$ cat src/common/cell_pkg.sv
// Constants and types shared by the logic cell register design
package cell_pkg;
    // ---------------------------------------------
    // Register byte offsets
    // ---------------------------------------------
    localparam logic [7:0] OFF_CTRL    = 8'h00;
    localparam logic [7:0] OFF_CMD     = 8'h04;
    localparam logic [7:0] OFF_LOAD    = 8'h08;
    localparam logic [7:0] OFF_CASC    = 8'h0C;
    localparam logic [7:0] OFF_PRESET  = 8'h10;
    localparam logic [7:0] OFF_PLOAD   = 8'h14;
    localparam logic [7:0] OFF_COUNT   = 8'h18;
    localparam logic [7:0] OFF_UNKNOWN = 8'h1C;
    localparam logic [7:0] OFF_MC_CFG  = 8'h20;
    localparam logic [7:0] OFF_MC_DATA = 8'h24;
    localparam logic [7:0] OFF_CLK_CFG = 8'h28;
    localparam logic [7:0] OFF_MC_STAT = 8'h2C;
    localparam logic [7:0] OFF_PIN_CFG = 8'h30;
    localparam logic [7:0] OFF_PIN_OUT = 8'h34;
    localparam logic [7:0] OFF_PIN_IN  = 8'h38;
    // ---------------------------------------------
    // Field positions
    // ---------------------------------------------
    localparam int CTRL_CE      = 0;
    localparam int CTRL_CNT_EN  = 1;
    localparam int CTRL_UP      = 2;
    localparam int CTRL_CASC_EN = 3;
    localparam int CTRL_DEVRST  = 4;
    localparam int CMD_SCLR     = 0;
    localparam int CMD_SLOAD    = 1;
    localparam int CMD_ACLR     = 2;
    localparam int CLK_EDGE0    = 0;
    localparam int CLK_EDGE1    = 1;
    localparam int CLK_EN0      = 2;
    localparam int CLK_EN1      = 3;
    localparam int MC_CFG_W     = 4;
    localparam int PIN_FIELD_W  = 4;
    // ---------------------------------------------
    // Sizes and timing
    // ---------------------------------------------
    localparam int CLUSTER_SIZE = 10;
    localparam int NUM_MC       = 4;
    localparam int NUM_PINS     = 4;
    localparam int BLK_DIV      = 4;
    localparam logic [1:0] RESP_OKAY   = 2'h0;
    localparam logic [1:0] RESP_SLVERR = 2'h2;
    // ---------------------------------------------
    // Macrocell register types
    // ---------------------------------------------
    typedef enum logic [2:0] {
        MC_D, MC_T, MC_JK, MC_SR, MC_BYPASS
    } mc_mode_e;
endpackage

$ cat src/hdl/counter_element.sv
// One logic element of the cluster in counter mode
`timescale 1ns/1ps
module counter_element (
    // Clock and clears
    input  wire logic clk,
    input  wire logic aclr,
    // Mode controls
    input  wire logic preset_emul,
    input  wire logic ce,
    input  wire logic cnt_en,
    input  wire logic up,
    input  wire logic sclr,
    input  wire logic sload,
    input  wire logic casc_en,
    // Data
    input  wire logic load_d,
    input  wire logic carry_in,
    input  wire logic casc_in,
    output logic      q,
    output logic      comb,
    output logic      carry_out
);
    logic stored_reg;
    logic sum;
    logic casc_val;
    logic next_val;

    // Count value table over data1, data2 and carry-in
    assign sum       = q ^ (cnt_en & carry_in);
    // Fast carry table over the same inputs plus the up direction
    assign carry_out = cnt_en & carry_in & (up ? q : ~q);
    assign casc_val  = casc_en ? (sum & casc_in) : sum;
    assign comb      = casc_val;
    // Load selects over count, clear gates to zero, both beat cascade
    assign next_val  = ~sclr & (sload ? load_d : casc_val);

    // Inverted storage turns the native clear into a preset
    always_ff @(posedge clk or posedge aclr) begin
        if (aclr) begin
            stored_reg <= 1'b0;
        end else if (ce) begin
            stored_reg <= preset_emul ? ~next_val : next_val;
        end
    end

    assign q = preset_emul ? ~stored_reg : stored_reg;
endmodule

$ cat src/hdl/macrocell_reg.sv
// Product-term macrocell register of the embedded block
`timescale 1ns/1ps
module macrocell_reg (
    // Clock and reset
    input  wire logic         clk,
    input  wire logic         aclr,
    // Configuration
    input  wire logic [2:0]   mode,
    input  wire logic         clk_sel,
    input  wire logic [1:0]   blk_tick,
    // Data
    input  wire logic         a,
    input  wire logic         b,
    output logic              q,
    output logic              comb
);
    logic q_reg;
    logic q_next;

    always_comb begin
        case (cell_pkg::mc_mode_e'(mode))
            cell_pkg::MC_D:  q_next = a;
            cell_pkg::MC_T:  q_next = q_reg ^ a;
            cell_pkg::MC_JK: q_next = (a & ~q_reg) | (~b & q_reg);
            cell_pkg::MC_SR: q_next = a | (~b & q_reg);
            default:         q_next = q_reg;
        endcase
    end

    // Selected block clock brings its paired enable along
    always_ff @(posedge clk or posedge aclr) begin
        if (aclr) begin
            q_reg <= 1'b0;
        end else if (blk_tick[clk_sel]) begin
            q_reg <= q_next;
        end
    end

    assign q    = q_reg;
    assign comb = (mode == 3'(cell_pkg::MC_BYPASS)) ? a : q_reg;
endmodule

$ cat src/hdl/logic_cell_counter_register.sv
// Logic cluster counter, macrocell and pin registers behind an AXI4-Lite slave
//
// Behaviour
// - Counter offers ce, count, direction, clear, load
// - Count enable and direction from element inputs; here both are shared ctrl_reg bits
// - Clear and load shared across whole cluster
// - Two three-input tables: count and carry; the carry table here also takes up
// - Load by selector, clear by zero gating
// - Clear or load beat cascade chain
// - Clear wins over simultaneous load
// - Registered and unregistered results both available
// - Clear from cluster-wide controls; preset chosen per element
// - Native async clear; preset by inversion
// - Preset-with-load registers unknown after device-wide reset
// - Enabled device reset overrides all controls
// - Preset registers go preset under device reset
// - Macrocell type D, T, JK, SR or bypass
// - Macrocell uses chosen block clock and enable
// - Each block clock serves either edge
// - Pin register captures input or drives output
// - Per-pin output enable allows open drain
// - Cluster holds ten elements with chains
`timescale 1ns/1ps
module logic_cell_counter_register #(
    parameter int N_ELEM = cell_pkg::CLUSTER_SIZE,
    parameter int N_MC   = cell_pkg::NUM_MC,
    parameter int N_PIN  = cell_pkg::NUM_PINS,
    parameter int DIV    = cell_pkg::BLK_DIV
) (
    // Clock and reset
    input  wire logic              clk,
    input  wire logic              sys_rst,
    // Device pins
    input  wire logic              device_wide_reset_n,
    input  wire logic [N_PIN-1:0]  pin_i,
    output logic      [N_PIN-1:0]  pin_o,
    output logic      [N_PIN-1:0]  pin_oe,
    // Observed registers
    output logic      [N_ELEM-1:0] count_q,
    output logic      [N_MC-1:0]   macro_q,
    // AXI4-Lite write address
    input  wire logic [7:0]        s_axi_awaddr,
    input  wire logic              s_axi_awvalid,
    output logic                   s_axi_awready,
    // AXI4-Lite write data
    input  wire logic [31:0]       s_axi_wdata,
    input  wire logic [3:0]        s_axi_wstrb,
    input  wire logic              s_axi_wvalid,
    output logic                   s_axi_wready,
    // AXI4-Lite write response
    output logic      [1:0]        s_axi_bresp,
    output logic                   s_axi_bvalid,
    input  wire logic              s_axi_bready,
    // AXI4-Lite read address
    input  wire logic [7:0]        s_axi_araddr,
    input  wire logic              s_axi_arvalid,
    output logic                   s_axi_arready,
    // AXI4-Lite read data
    output logic      [31:0]       s_axi_rdata,
    output logic      [1:0]        s_axi_rresp,
    output logic                   s_axi_rvalid,
    input  wire logic              s_axi_rready
);
    // ---------------------------------------------
    // Software registers
    // ---------------------------------------------
    logic [4:0]          ctrl_reg;
    logic [2:0]          cmd_reg;
    logic [N_ELEM-1:0]   load_reg;
    logic [N_ELEM-1:0]   casc_reg;
    logic [N_ELEM-1:0]   preset_reg;
    logic [N_ELEM-1:0]   pload_reg;
    logic [N_ELEM-1:0]   unknown_reg;
    logic [N_MC*4-1:0]   mc_cfg_reg;
    logic [N_MC*2-1:0]   mc_data_reg;
    logic [3:0]          clk_cfg_reg;
    logic [N_PIN*3-1:0]  pin_cfg_reg;
    logic [N_PIN-1:0]    pin_out_reg;
    logic [N_PIN-1:0]    pin_in_reg;
    logic [N_PIN-1:0]    pin_s1_reg;
    logic [N_PIN-1:0]    pin_s2_reg;
    logic [1:0]          devrst_sync_reg;
    logic                dev_rst_reg;
    logic                aclr_reg;

    // ---------------------------------------------
    // AXI4-Lite write path
    // ---------------------------------------------
    logic [7:0]  aw_addr_reg;
    logic        aw_have_reg;
    logic [31:0] w_data_reg;
    logic [3:0]  w_strb_reg;
    logic        w_have_reg;
    logic        wr_go;
    logic        wr_hit;

    assign s_axi_awready = ~aw_have_reg & ~s_axi_bvalid;
    assign s_axi_wready  = ~w_have_reg & ~s_axi_bvalid;
    assign wr_go         = aw_have_reg & w_have_reg & ~s_axi_bvalid;

    always_comb begin
        case (aw_addr_reg)
            cell_pkg::OFF_CTRL, cell_pkg::OFF_CMD, cell_pkg::OFF_LOAD,
            cell_pkg::OFF_CASC, cell_pkg::OFF_PRESET, cell_pkg::OFF_PLOAD,
            cell_pkg::OFF_MC_CFG, cell_pkg::OFF_MC_DATA, cell_pkg::OFF_CLK_CFG,
            cell_pkg::OFF_PIN_CFG, cell_pkg::OFF_PIN_OUT: wr_hit = 1'b1;
            default: wr_hit = 1'b0;
        endcase
    end

    always_ff @(posedge clk or posedge sys_rst) begin
        if (sys_rst) begin
            aw_have_reg  <= 1'b0;
            aw_addr_reg  <= 8'h00;
            w_have_reg   <= 1'b0;
            w_data_reg   <= 32'h0000_0000;
            w_strb_reg   <= 4'h0;
            s_axi_bvalid <= 1'b0;
            s_axi_bresp  <= cell_pkg::RESP_OKAY;
        end else begin
            if (s_axi_awvalid && s_axi_awready) begin
                aw_have_reg <= 1'b1;
                aw_addr_reg <= {s_axi_awaddr[7:2], 2'h0};
            end
            if (s_axi_wvalid && s_axi_wready) begin
                w_have_reg <= 1'b1;
                w_data_reg <= s_axi_wdata;
                w_strb_reg <= s_axi_wstrb;
            end
            if (wr_go) begin
                aw_have_reg  <= 1'b0;
                w_have_reg   <= 1'b0;
                s_axi_bvalid <= 1'b1;
                s_axi_bresp  <= wr_hit ? cell_pkg::RESP_OKAY : cell_pkg::RESP_SLVERR;
            end else if (s_axi_bvalid && s_axi_bready) begin
                s_axi_bvalid <= 1'b0;
            end
        end
    end

    // Byte-lane merge of the held write data onto an old value
    function automatic logic [31:0] merge(input logic [31:0] old, input logic [31:0] nw,
                                          input logic [3:0] st);
        logic [31:0] r;
        r = old;
        for (int i = 0; i < 4; i++) begin
            if (st[i]) begin
                r[i*8 +: 8] = nw[i*8 +: 8];
            end
        end
        return r;
    endfunction

    function automatic logic wr_at(input logic go, input logic [7:0] a, input logic [7:0] off);
        return go && (a == off);
    endfunction

    // ---------------------------------------------
    // Configuration registers
    // ---------------------------------------------
    always_ff @(posedge clk or posedge sys_rst) begin
        if (sys_rst) begin
            ctrl_reg    <= 5'h00;
            load_reg    <= '0;
            casc_reg    <= '0;
            preset_reg  <= '0;
            pload_reg   <= '0;
            mc_cfg_reg  <= '0;
            mc_data_reg <= '0;
            clk_cfg_reg <= 4'h0;
            pin_cfg_reg <= '0;
            pin_out_reg <= '0;
        end else begin
            if (wr_at(wr_go, aw_addr_reg, cell_pkg::OFF_CTRL))
                ctrl_reg <= 5'(merge(32'(ctrl_reg), w_data_reg, w_strb_reg));
            if (wr_at(wr_go, aw_addr_reg, cell_pkg::OFF_LOAD))
                load_reg <= N_ELEM'(merge(32'(load_reg), w_data_reg, w_strb_reg));
            if (wr_at(wr_go, aw_addr_reg, cell_pkg::OFF_CASC))
                casc_reg <= N_ELEM'(merge(32'(casc_reg), w_data_reg, w_strb_reg));
            if (wr_at(wr_go, aw_addr_reg, cell_pkg::OFF_PRESET))
                preset_reg <= N_ELEM'(merge(32'(preset_reg), w_data_reg, w_strb_reg));
            if (wr_at(wr_go, aw_addr_reg, cell_pkg::OFF_PLOAD))
                pload_reg <= N_ELEM'(merge(32'(pload_reg), w_data_reg, w_strb_reg));
            if (wr_at(wr_go, aw_addr_reg, cell_pkg::OFF_MC_CFG))
                mc_cfg_reg <= (N_MC*4)'(merge(32'(mc_cfg_reg), w_data_reg, w_strb_reg));
            if (wr_at(wr_go, aw_addr_reg, cell_pkg::OFF_MC_DATA))
                mc_data_reg <= (N_MC*2)'(merge(32'(mc_data_reg), w_data_reg, w_strb_reg));
            if (wr_at(wr_go, aw_addr_reg, cell_pkg::OFF_CLK_CFG))
                clk_cfg_reg <= 4'(merge(32'(clk_cfg_reg), w_data_reg, w_strb_reg));
            if (wr_at(wr_go, aw_addr_reg, cell_pkg::OFF_PIN_CFG))
                pin_cfg_reg <= (N_PIN*3)'(merge(32'(pin_cfg_reg), w_data_reg, w_strb_reg));
            if (wr_at(wr_go, aw_addr_reg, cell_pkg::OFF_PIN_OUT))
                pin_out_reg <= N_PIN'(merge(32'(pin_out_reg), w_data_reg, w_strb_reg));
        end
    end

    // Command strobes last one cycle and act on the whole cluster
    always_ff @(posedge clk or posedge sys_rst) begin
        if (sys_rst) begin
            cmd_reg <= 3'h0;
        end else if (wr_at(wr_go, aw_addr_reg, cell_pkg::OFF_CMD) && w_strb_reg[0]) begin
            cmd_reg <= w_data_reg[2:0];
        end else begin
            cmd_reg <= 3'h0;
        end
    end

    // ---------------------------------------------
    // Device-wide reset and cluster clear
    // ---------------------------------------------
    always_ff @(posedge clk or posedge sys_rst) begin
        if (sys_rst) begin
            devrst_sync_reg <= 2'h3;
            dev_rst_reg     <= 1'b0;
            aclr_reg        <= 1'b0;
        end else begin
            devrst_sync_reg <= {devrst_sync_reg[0], device_wide_reset_n};
            dev_rst_reg     <= ctrl_reg[cell_pkg::CTRL_DEVRST] & ~devrst_sync_reg[1];
            aclr_reg        <= cmd_reg[cell_pkg::CMD_ACLR];
        end
    end

    // Async clear path of every counter element, macrocell and pin register
    logic cell_clr;
    assign cell_clr = sys_rst | aclr_reg | dev_rst_reg;

    // ---------------------------------------------
    // Logic cluster counter
    // ---------------------------------------------
    logic [N_ELEM:0]   carry;
    logic [N_ELEM-1:0] elem_q;
    logic [N_ELEM-1:0] elem_comb;
    logic              sclr;
    logic              sload;

    assign sclr     = cmd_reg[cell_pkg::CMD_SCLR];
    assign sload    = cmd_reg[cell_pkg::CMD_SLOAD];
    assign carry[0] = 1'b1;

    generate
        for (genvar i = 0; i < N_ELEM; i++) begin : g_elem
            counter_element u_elem (
                .clk         (clk),
                .aclr        (cell_clr),
                .preset_emul (preset_reg[i]),
                .ce          (ctrl_reg[cell_pkg::CTRL_CE]),
                .cnt_en      (ctrl_reg[cell_pkg::CTRL_CNT_EN]),
                .up          (ctrl_reg[cell_pkg::CTRL_UP]),
                .sclr        (sclr),
                .sload       (sload),
                .casc_en     (ctrl_reg[cell_pkg::CTRL_CASC_EN]),
                .load_d      (load_reg[i]),
                .carry_in    (carry[i]),
                .casc_in     (casc_reg[i]),
                .q           (elem_q[i]),
                .comb        (elem_comb[i]),
                .carry_out   (carry[i+1])
            );
        end
    endgenerate

    // Preset-with-load registers have no known value after a device-wide reset
    always_ff @(posedge clk or posedge sys_rst) begin
        if (sys_rst) begin
            unknown_reg <= '0;
        end else if (dev_rst_reg) begin
            unknown_reg <= pload_reg & preset_reg;
        end else if (sload && ctrl_reg[cell_pkg::CTRL_CE]) begin
            unknown_reg <= '0;
        end
    end

    // ---------------------------------------------
    // Block clocks for the macrocells
    // ---------------------------------------------
    logic [$clog2(DIV)-1:0] div_reg;
    logic                   slow_reg;
    logic                   slow_rise;
    logic                   slow_fall;
    logic [1:0]             blk_tick;

    always_ff @(posedge clk or posedge sys_rst) begin
        if (sys_rst) begin
            div_reg  <= '0;
            slow_reg <= 1'b0;
        end else if (div_reg == $clog2(DIV)'(DIV - 1)) begin
            div_reg  <= '0;
            slow_reg <= ~slow_reg;
        end else begin
            div_reg <= div_reg + 1'b1;
        end
    end

    assign slow_rise = (div_reg == $clog2(DIV)'(DIV - 1)) & ~slow_reg;
    assign slow_fall = (div_reg == $clog2(DIV)'(DIV - 1)) & slow_reg;
    // Each block clock picks an edge; mixed edges take both clocks
    assign blk_tick[0] = clk_cfg_reg[cell_pkg::CLK_EN0] &
                         (clk_cfg_reg[cell_pkg::CLK_EDGE0] ? slow_fall : slow_rise);
    assign blk_tick[1] = clk_cfg_reg[cell_pkg::CLK_EN1] &
                         (clk_cfg_reg[cell_pkg::CLK_EDGE1] ? slow_fall : slow_rise);

    logic [N_MC-1:0] mc_q;
    logic [N_MC-1:0] mc_comb;

    generate
        for (genvar m = 0; m < N_MC; m++) begin : g_mc
            macrocell_reg u_mc (
                .clk     (clk),
                .aclr    (cell_clr),
                .mode    (mc_cfg_reg[m*cell_pkg::MC_CFG_W +: 3]),
                .clk_sel (mc_cfg_reg[m*cell_pkg::MC_CFG_W + 3]),
                .blk_tick(blk_tick),
                .a       (mc_data_reg[m]),
                .b       (mc_data_reg[N_MC + m]),
                .q       (mc_q[m]),
                .comb    (mc_comb[m])
            );
        end
    endgenerate

    // ---------------------------------------------
    // Pin elements
    // ---------------------------------------------
    logic [N_PIN-1:0] pin_oe_cfg;
    logic [N_PIN-1:0] pin_outreg;
    logic [N_PIN-1:0] pin_od;

    assign pin_oe_cfg = pin_cfg_reg[0 +: N_PIN];
    assign pin_outreg = pin_cfg_reg[N_PIN +: N_PIN];
    assign pin_od     = pin_cfg_reg[2*N_PIN +: N_PIN];

    always_ff @(posedge clk or posedge cell_clr) begin
        if (cell_clr) begin
            pin_s1_reg <= '0;
            pin_s2_reg <= '0;
            pin_in_reg <= '0;
            pin_o      <= '0;
            pin_oe     <= '0;
        end else begin
            pin_s1_reg <= pin_i;
            pin_s2_reg <= pin_s1_reg;
            for (int p = 0; p < N_PIN; p++) begin
                // Input capture when not used as output register
                if (!pin_outreg[p])
                    pin_in_reg[p] <= pin_s2_reg[p];
                pin_o[p]  <= pin_od[p] ? 1'b0 : pin_out_reg[p];
                pin_oe[p] <= pin_od[p] ? ~pin_out_reg[p] & pin_oe_cfg[p]
                                       : pin_oe_cfg[p];
            end
        end
    end

    // ---------------------------------------------
    // Observed outputs and read path
    // ---------------------------------------------
    assign count_q = elem_q;
    assign macro_q = mc_q;

    logic [31:0] rd_val;
    logic        rd_hit;

    always_comb begin
        rd_val = 32'h0000_0000;
        rd_hit = 1'b1;
        case ({s_axi_araddr[7:2], 2'h0})
            cell_pkg::OFF_CTRL:    rd_val = 32'(ctrl_reg);
            cell_pkg::OFF_CMD:     rd_val = 32'h0000_0000;
            cell_pkg::OFF_LOAD:    rd_val = 32'(load_reg);
            cell_pkg::OFF_CASC:    rd_val = 32'(casc_reg);
            cell_pkg::OFF_PRESET:  rd_val = 32'(preset_reg);
            cell_pkg::OFF_PLOAD:   rd_val = 32'(pload_reg);
            cell_pkg::OFF_COUNT:   rd_val = 32'({carry[N_ELEM], elem_comb, elem_q});
            cell_pkg::OFF_UNKNOWN: rd_val = 32'(unknown_reg);
            cell_pkg::OFF_MC_CFG:  rd_val = 32'(mc_cfg_reg);
            cell_pkg::OFF_MC_DATA: rd_val = 32'(mc_data_reg);
            cell_pkg::OFF_CLK_CFG: rd_val = 32'(clk_cfg_reg);
            cell_pkg::OFF_MC_STAT: rd_val = 32'({mc_comb, mc_q});
            cell_pkg::OFF_PIN_CFG: rd_val = 32'(pin_cfg_reg);
            cell_pkg::OFF_PIN_OUT: rd_val = 32'(pin_out_reg);
            cell_pkg::OFF_PIN_IN:  rd_val = 32'(pin_in_reg);
            default:               rd_hit = 1'b0;
        endcase
    end

    assign s_axi_arready = ~s_axi_rvalid;

    always_ff @(posedge clk or posedge sys_rst) begin
        if (sys_rst) begin
            s_axi_rvalid <= 1'b0;
            s_axi_rdata  <= 32'h0000_0000;
            s_axi_rresp  <= cell_pkg::RESP_OKAY;
        end else if (s_axi_arvalid && s_axi_arready) begin
            s_axi_rvalid <= 1'b1;
            s_axi_rdata  <= rd_val;
            s_axi_rresp  <= rd_hit ? cell_pkg::RESP_OKAY : cell_pkg::RESP_SLVERR;
        end else if (s_axi_rvalid && s_axi_rready) begin
            s_axi_rvalid <= 1'b0;
        end
    end
endmodule

$ cat config.mk
export PLATFORM = sky130hd
export DESIGN_NAME = logic_cell_counter_register
export DESIGN_NICKNAME = d
export VERILOG_FILES = /design/src/common/cell_pkg.sv /design/src/hdl/counter_element.sv /design/src/hdl/macrocell_reg.sv /design/src/hdl/logic_cell_counter_register.sv
export SDC_FILE = /design/constraint.sdc
export NUM_CORES = 1
export LEC_CHECK = 0
export BUFFER_PORTS_ARGS = -buffer_cell sky130_fd_sc_hd__buf_2
export CORE_MARGIN = 5
export CORE_UTILIZATION = 60
export CTS_CLUSTER_SIZE = 16
export DETAILED_ROUTE_END_ITERATION = 12
export PLACE_DENSITY = 0.82
export RECOVER_POWER = 50
export SYNTH_ARGS = -nofsm -noshare
export SYNTH_HDL_FRONTEND = slang
export SYNTH_SLANG_ARGS = --single-unit
$ cat constraint.sdc
create_clock -name clk -period 9.3 [get_ports clk]
set_input_delay 1.395 -clock clk [delete_from_list [all_inputs] [get_ports clk]]
set_output_delay 1.395 -clock clk [all_outputs]
set_load 0.005 [all_outputs]
==> out/qor.txt <==
Status: finished, violations left
Failing checks: max-capacitance violations, max-slew violations
Number of flops mapped to enable cells by yosys: 0
Pin count of the biggest net entering global routing: 89
Top Metal Used: met4
Initial drt markers: 907
Met3 wire length: 2.49 mm
Clk_skew: 8.79 ps
Worst relative slew slack: -1.10
Post-synthesis sequential element count: 194
Final count of hold timing violations: 0
Total core area: 15,900 um2
Clock Path Buffers: 2
Worst-margin pin slew: 3130 ps
Fmax achieved: 244 MHz
Slack of the critical path: 5210 ps
Top FF cell, synth: dfrtp_1
Min-Delay Startpoint: pin_s1_reg[1]
RR Endpoint: pin_oe[2]
Slowest stage delay, CP: 1760 ps
Sink Count: 194
Post-synth ARST share: 1.00
# setup viols final: 0
Worst reg2reg path startpoint: dev_rst_reg
RSZ-0062 raised after global routing: false
1st-pass router iterations: 5
Reg area: 4860 um2
CP Class: input pin to async pin
Max FO, Critical Path: 88
Peak supply drop: 183 uV
Via density: 6.44
Hold path cells: 0
Die Wd: 138 um
Global-route wire length before repair: 40.8 mm
# fillers: 1,213
Initial core utilization: 0.614
Total die area: 19,000 um2
CP arrival: 4470 ps
Post-synthesis instance total: 877
GRT Resource Usage Total: 0.287
Pre-CTS setup slack: 5700 ps
I/O pin count: 127
WL/cell: 23.0 um
# Post-CTS Setup Buffers: 0
Required time worst endpoint: 9670 ps
DR DRC count: 0
Crit end category: async pin
Worst-path clk slew: 70 ps
Share of post-route cells with drive strength above 1: 0.277
Post-synth top area cell: dfrtp_1
Tmin final: 4090 ps
Initial antenna violation count: 0
Clk_lat worst skew: 440 ps
CP Launch Type: input pin
Synth top area cells: dfrtp_1 49%, mux2_2 14%, nand2_1 2.6%, buf_4 2.1%, nor2_1 1.9%
ANT cells: 0
Top cells by count, synth: 192 x dfrtp_1, 120 x mux2_2, 67 x nand2_1
Die height: 138 um
Synth warnings: 0
P_leak: 5.00 nW
Number of flip-flops in the largest register: 21
Area Growth Syn to Fin: 10.1%
Util after Layout: 0.676
Max-slew violation count: 86
HPWL after DPL: 18.6 mm
TNS Setup: 0 ps
Yosys cell types: 74
Clk root buf: clkbuf_16
Seq/Total Area, Yosys: 0.496
Slowest stage cell, crit path: clkinvlp_2
Drt total wl: 26.6 mm
Final total power: 3.22 mW
Worst hold slack: 353 ps
Number of max-cap violations: 2
DRT antenna net count: 0
Syn_area_per_cell: 11.2 um2
Metal2 WL: 12.7 mm
Worst hold endpoint: pin_s2_reg[1]
DR vias: 7,456
Mapped cell area: 9790 um2
Top-count cell post-synth: dfrtp_1
Final cycle utilization of the critical path: 0.440
Hold Crit Class: flip-flop to flip-flop
Final nets: 998
Power Density: 299 nW/um2
H-tree depth: 4
Worst Setup SP: sys_rst
Path depth of the worst reg2reg path: 2
Inserted Clock Buffers: 17
Crit path cell chain: clkbuf_1, clkinvlp_2, buf_4
Multi-input logic area: 4510 um2
CTS tree: done
GPL Wtd Cong: 0.916
Number of global-route vias before repair: 7,428
Row count: 46
Met1 Wirelength: 10.2 mm
I/O Buffers: 91
Flop2flop setup slack: 6680 ps
Hold_buf cts: 0
Synth top area share: 0.491
Total gr overflow: 0
Post-CTS sizing: 0
cell families after synthesis:
logic type,count (synthesis),synth area share
other,1,0.000383
xor gates and xnor gates,38,0.0408
adders and majority gates,5,0.00639
DFF,194,0.496
AOI/OAI and AO/OA,180,0.133
buffers and inverters,94,0.0482
and+or+nand+nor,224,0.113
muxes,141,0.161
per-layer routing:
layer,global-route usage,vias to the layer above
met5,0,-
met4,0.132,0
met3,0.0767,76
met2,0.456,396
met1,0.369,3721
li1,-,3263
worst max-delay path: cells and delay by family:
family,cells,cell delay (ps)
buffers and inverters,3,2930
report_power, final:
group          internal, mW  switching, mW
combinational         0.492          0.494
clock                 0.423          0.321
sequential             1.09          0.410
total                  2.00           1.22
cell type report:
class	count	share of cell area
Clock buffer	19	0.0401
Timing Repair Buffer	94	0.0442
Multi-Input combinational cell	601	0.418
Clock inverter	13	0.0149
Tap cell	216	0.0251
Inverter	21	0.00743
Sequential cell	194	0.450
worst max-delay path by stage:
stage                       to  slack [ps]  depth (start not counted)
2_1_floorplan         aclr_reg        3590                          1
3_3_place_gp    s_axi_rdata[6]        5730                          7
3_5_place_dp    s_axi_rdata[1]        5700                          7
4_1_cts         s_axi_rdata[1]        6150                          7
5_1_grt        s_axi_rdata[10]        4590                          3
6_report       s_axi_rdata[11]        5210                          3
per-stage QoR:
stage / std cells / cell area (um2)
after floorplan: 889 / 9830
after CTS: 1158 / 10800
after global placement: 1126 / 10200
after detailed placement: 1126 / 10200
final: 1158 / 10800
after global routing: 1158 / 10800
cell usage in the layout (no fill, tap or decap), drive strengths merged, types with 20 or more instances in the layout:
cell type,count
buf,93
inv,21
mux2,122
xor2,21
clkbuf,20
a21oi,24
nor2,51
o21ai,35
dfrtp,192
nand2,67
Power figures use the tool's default switching activity.
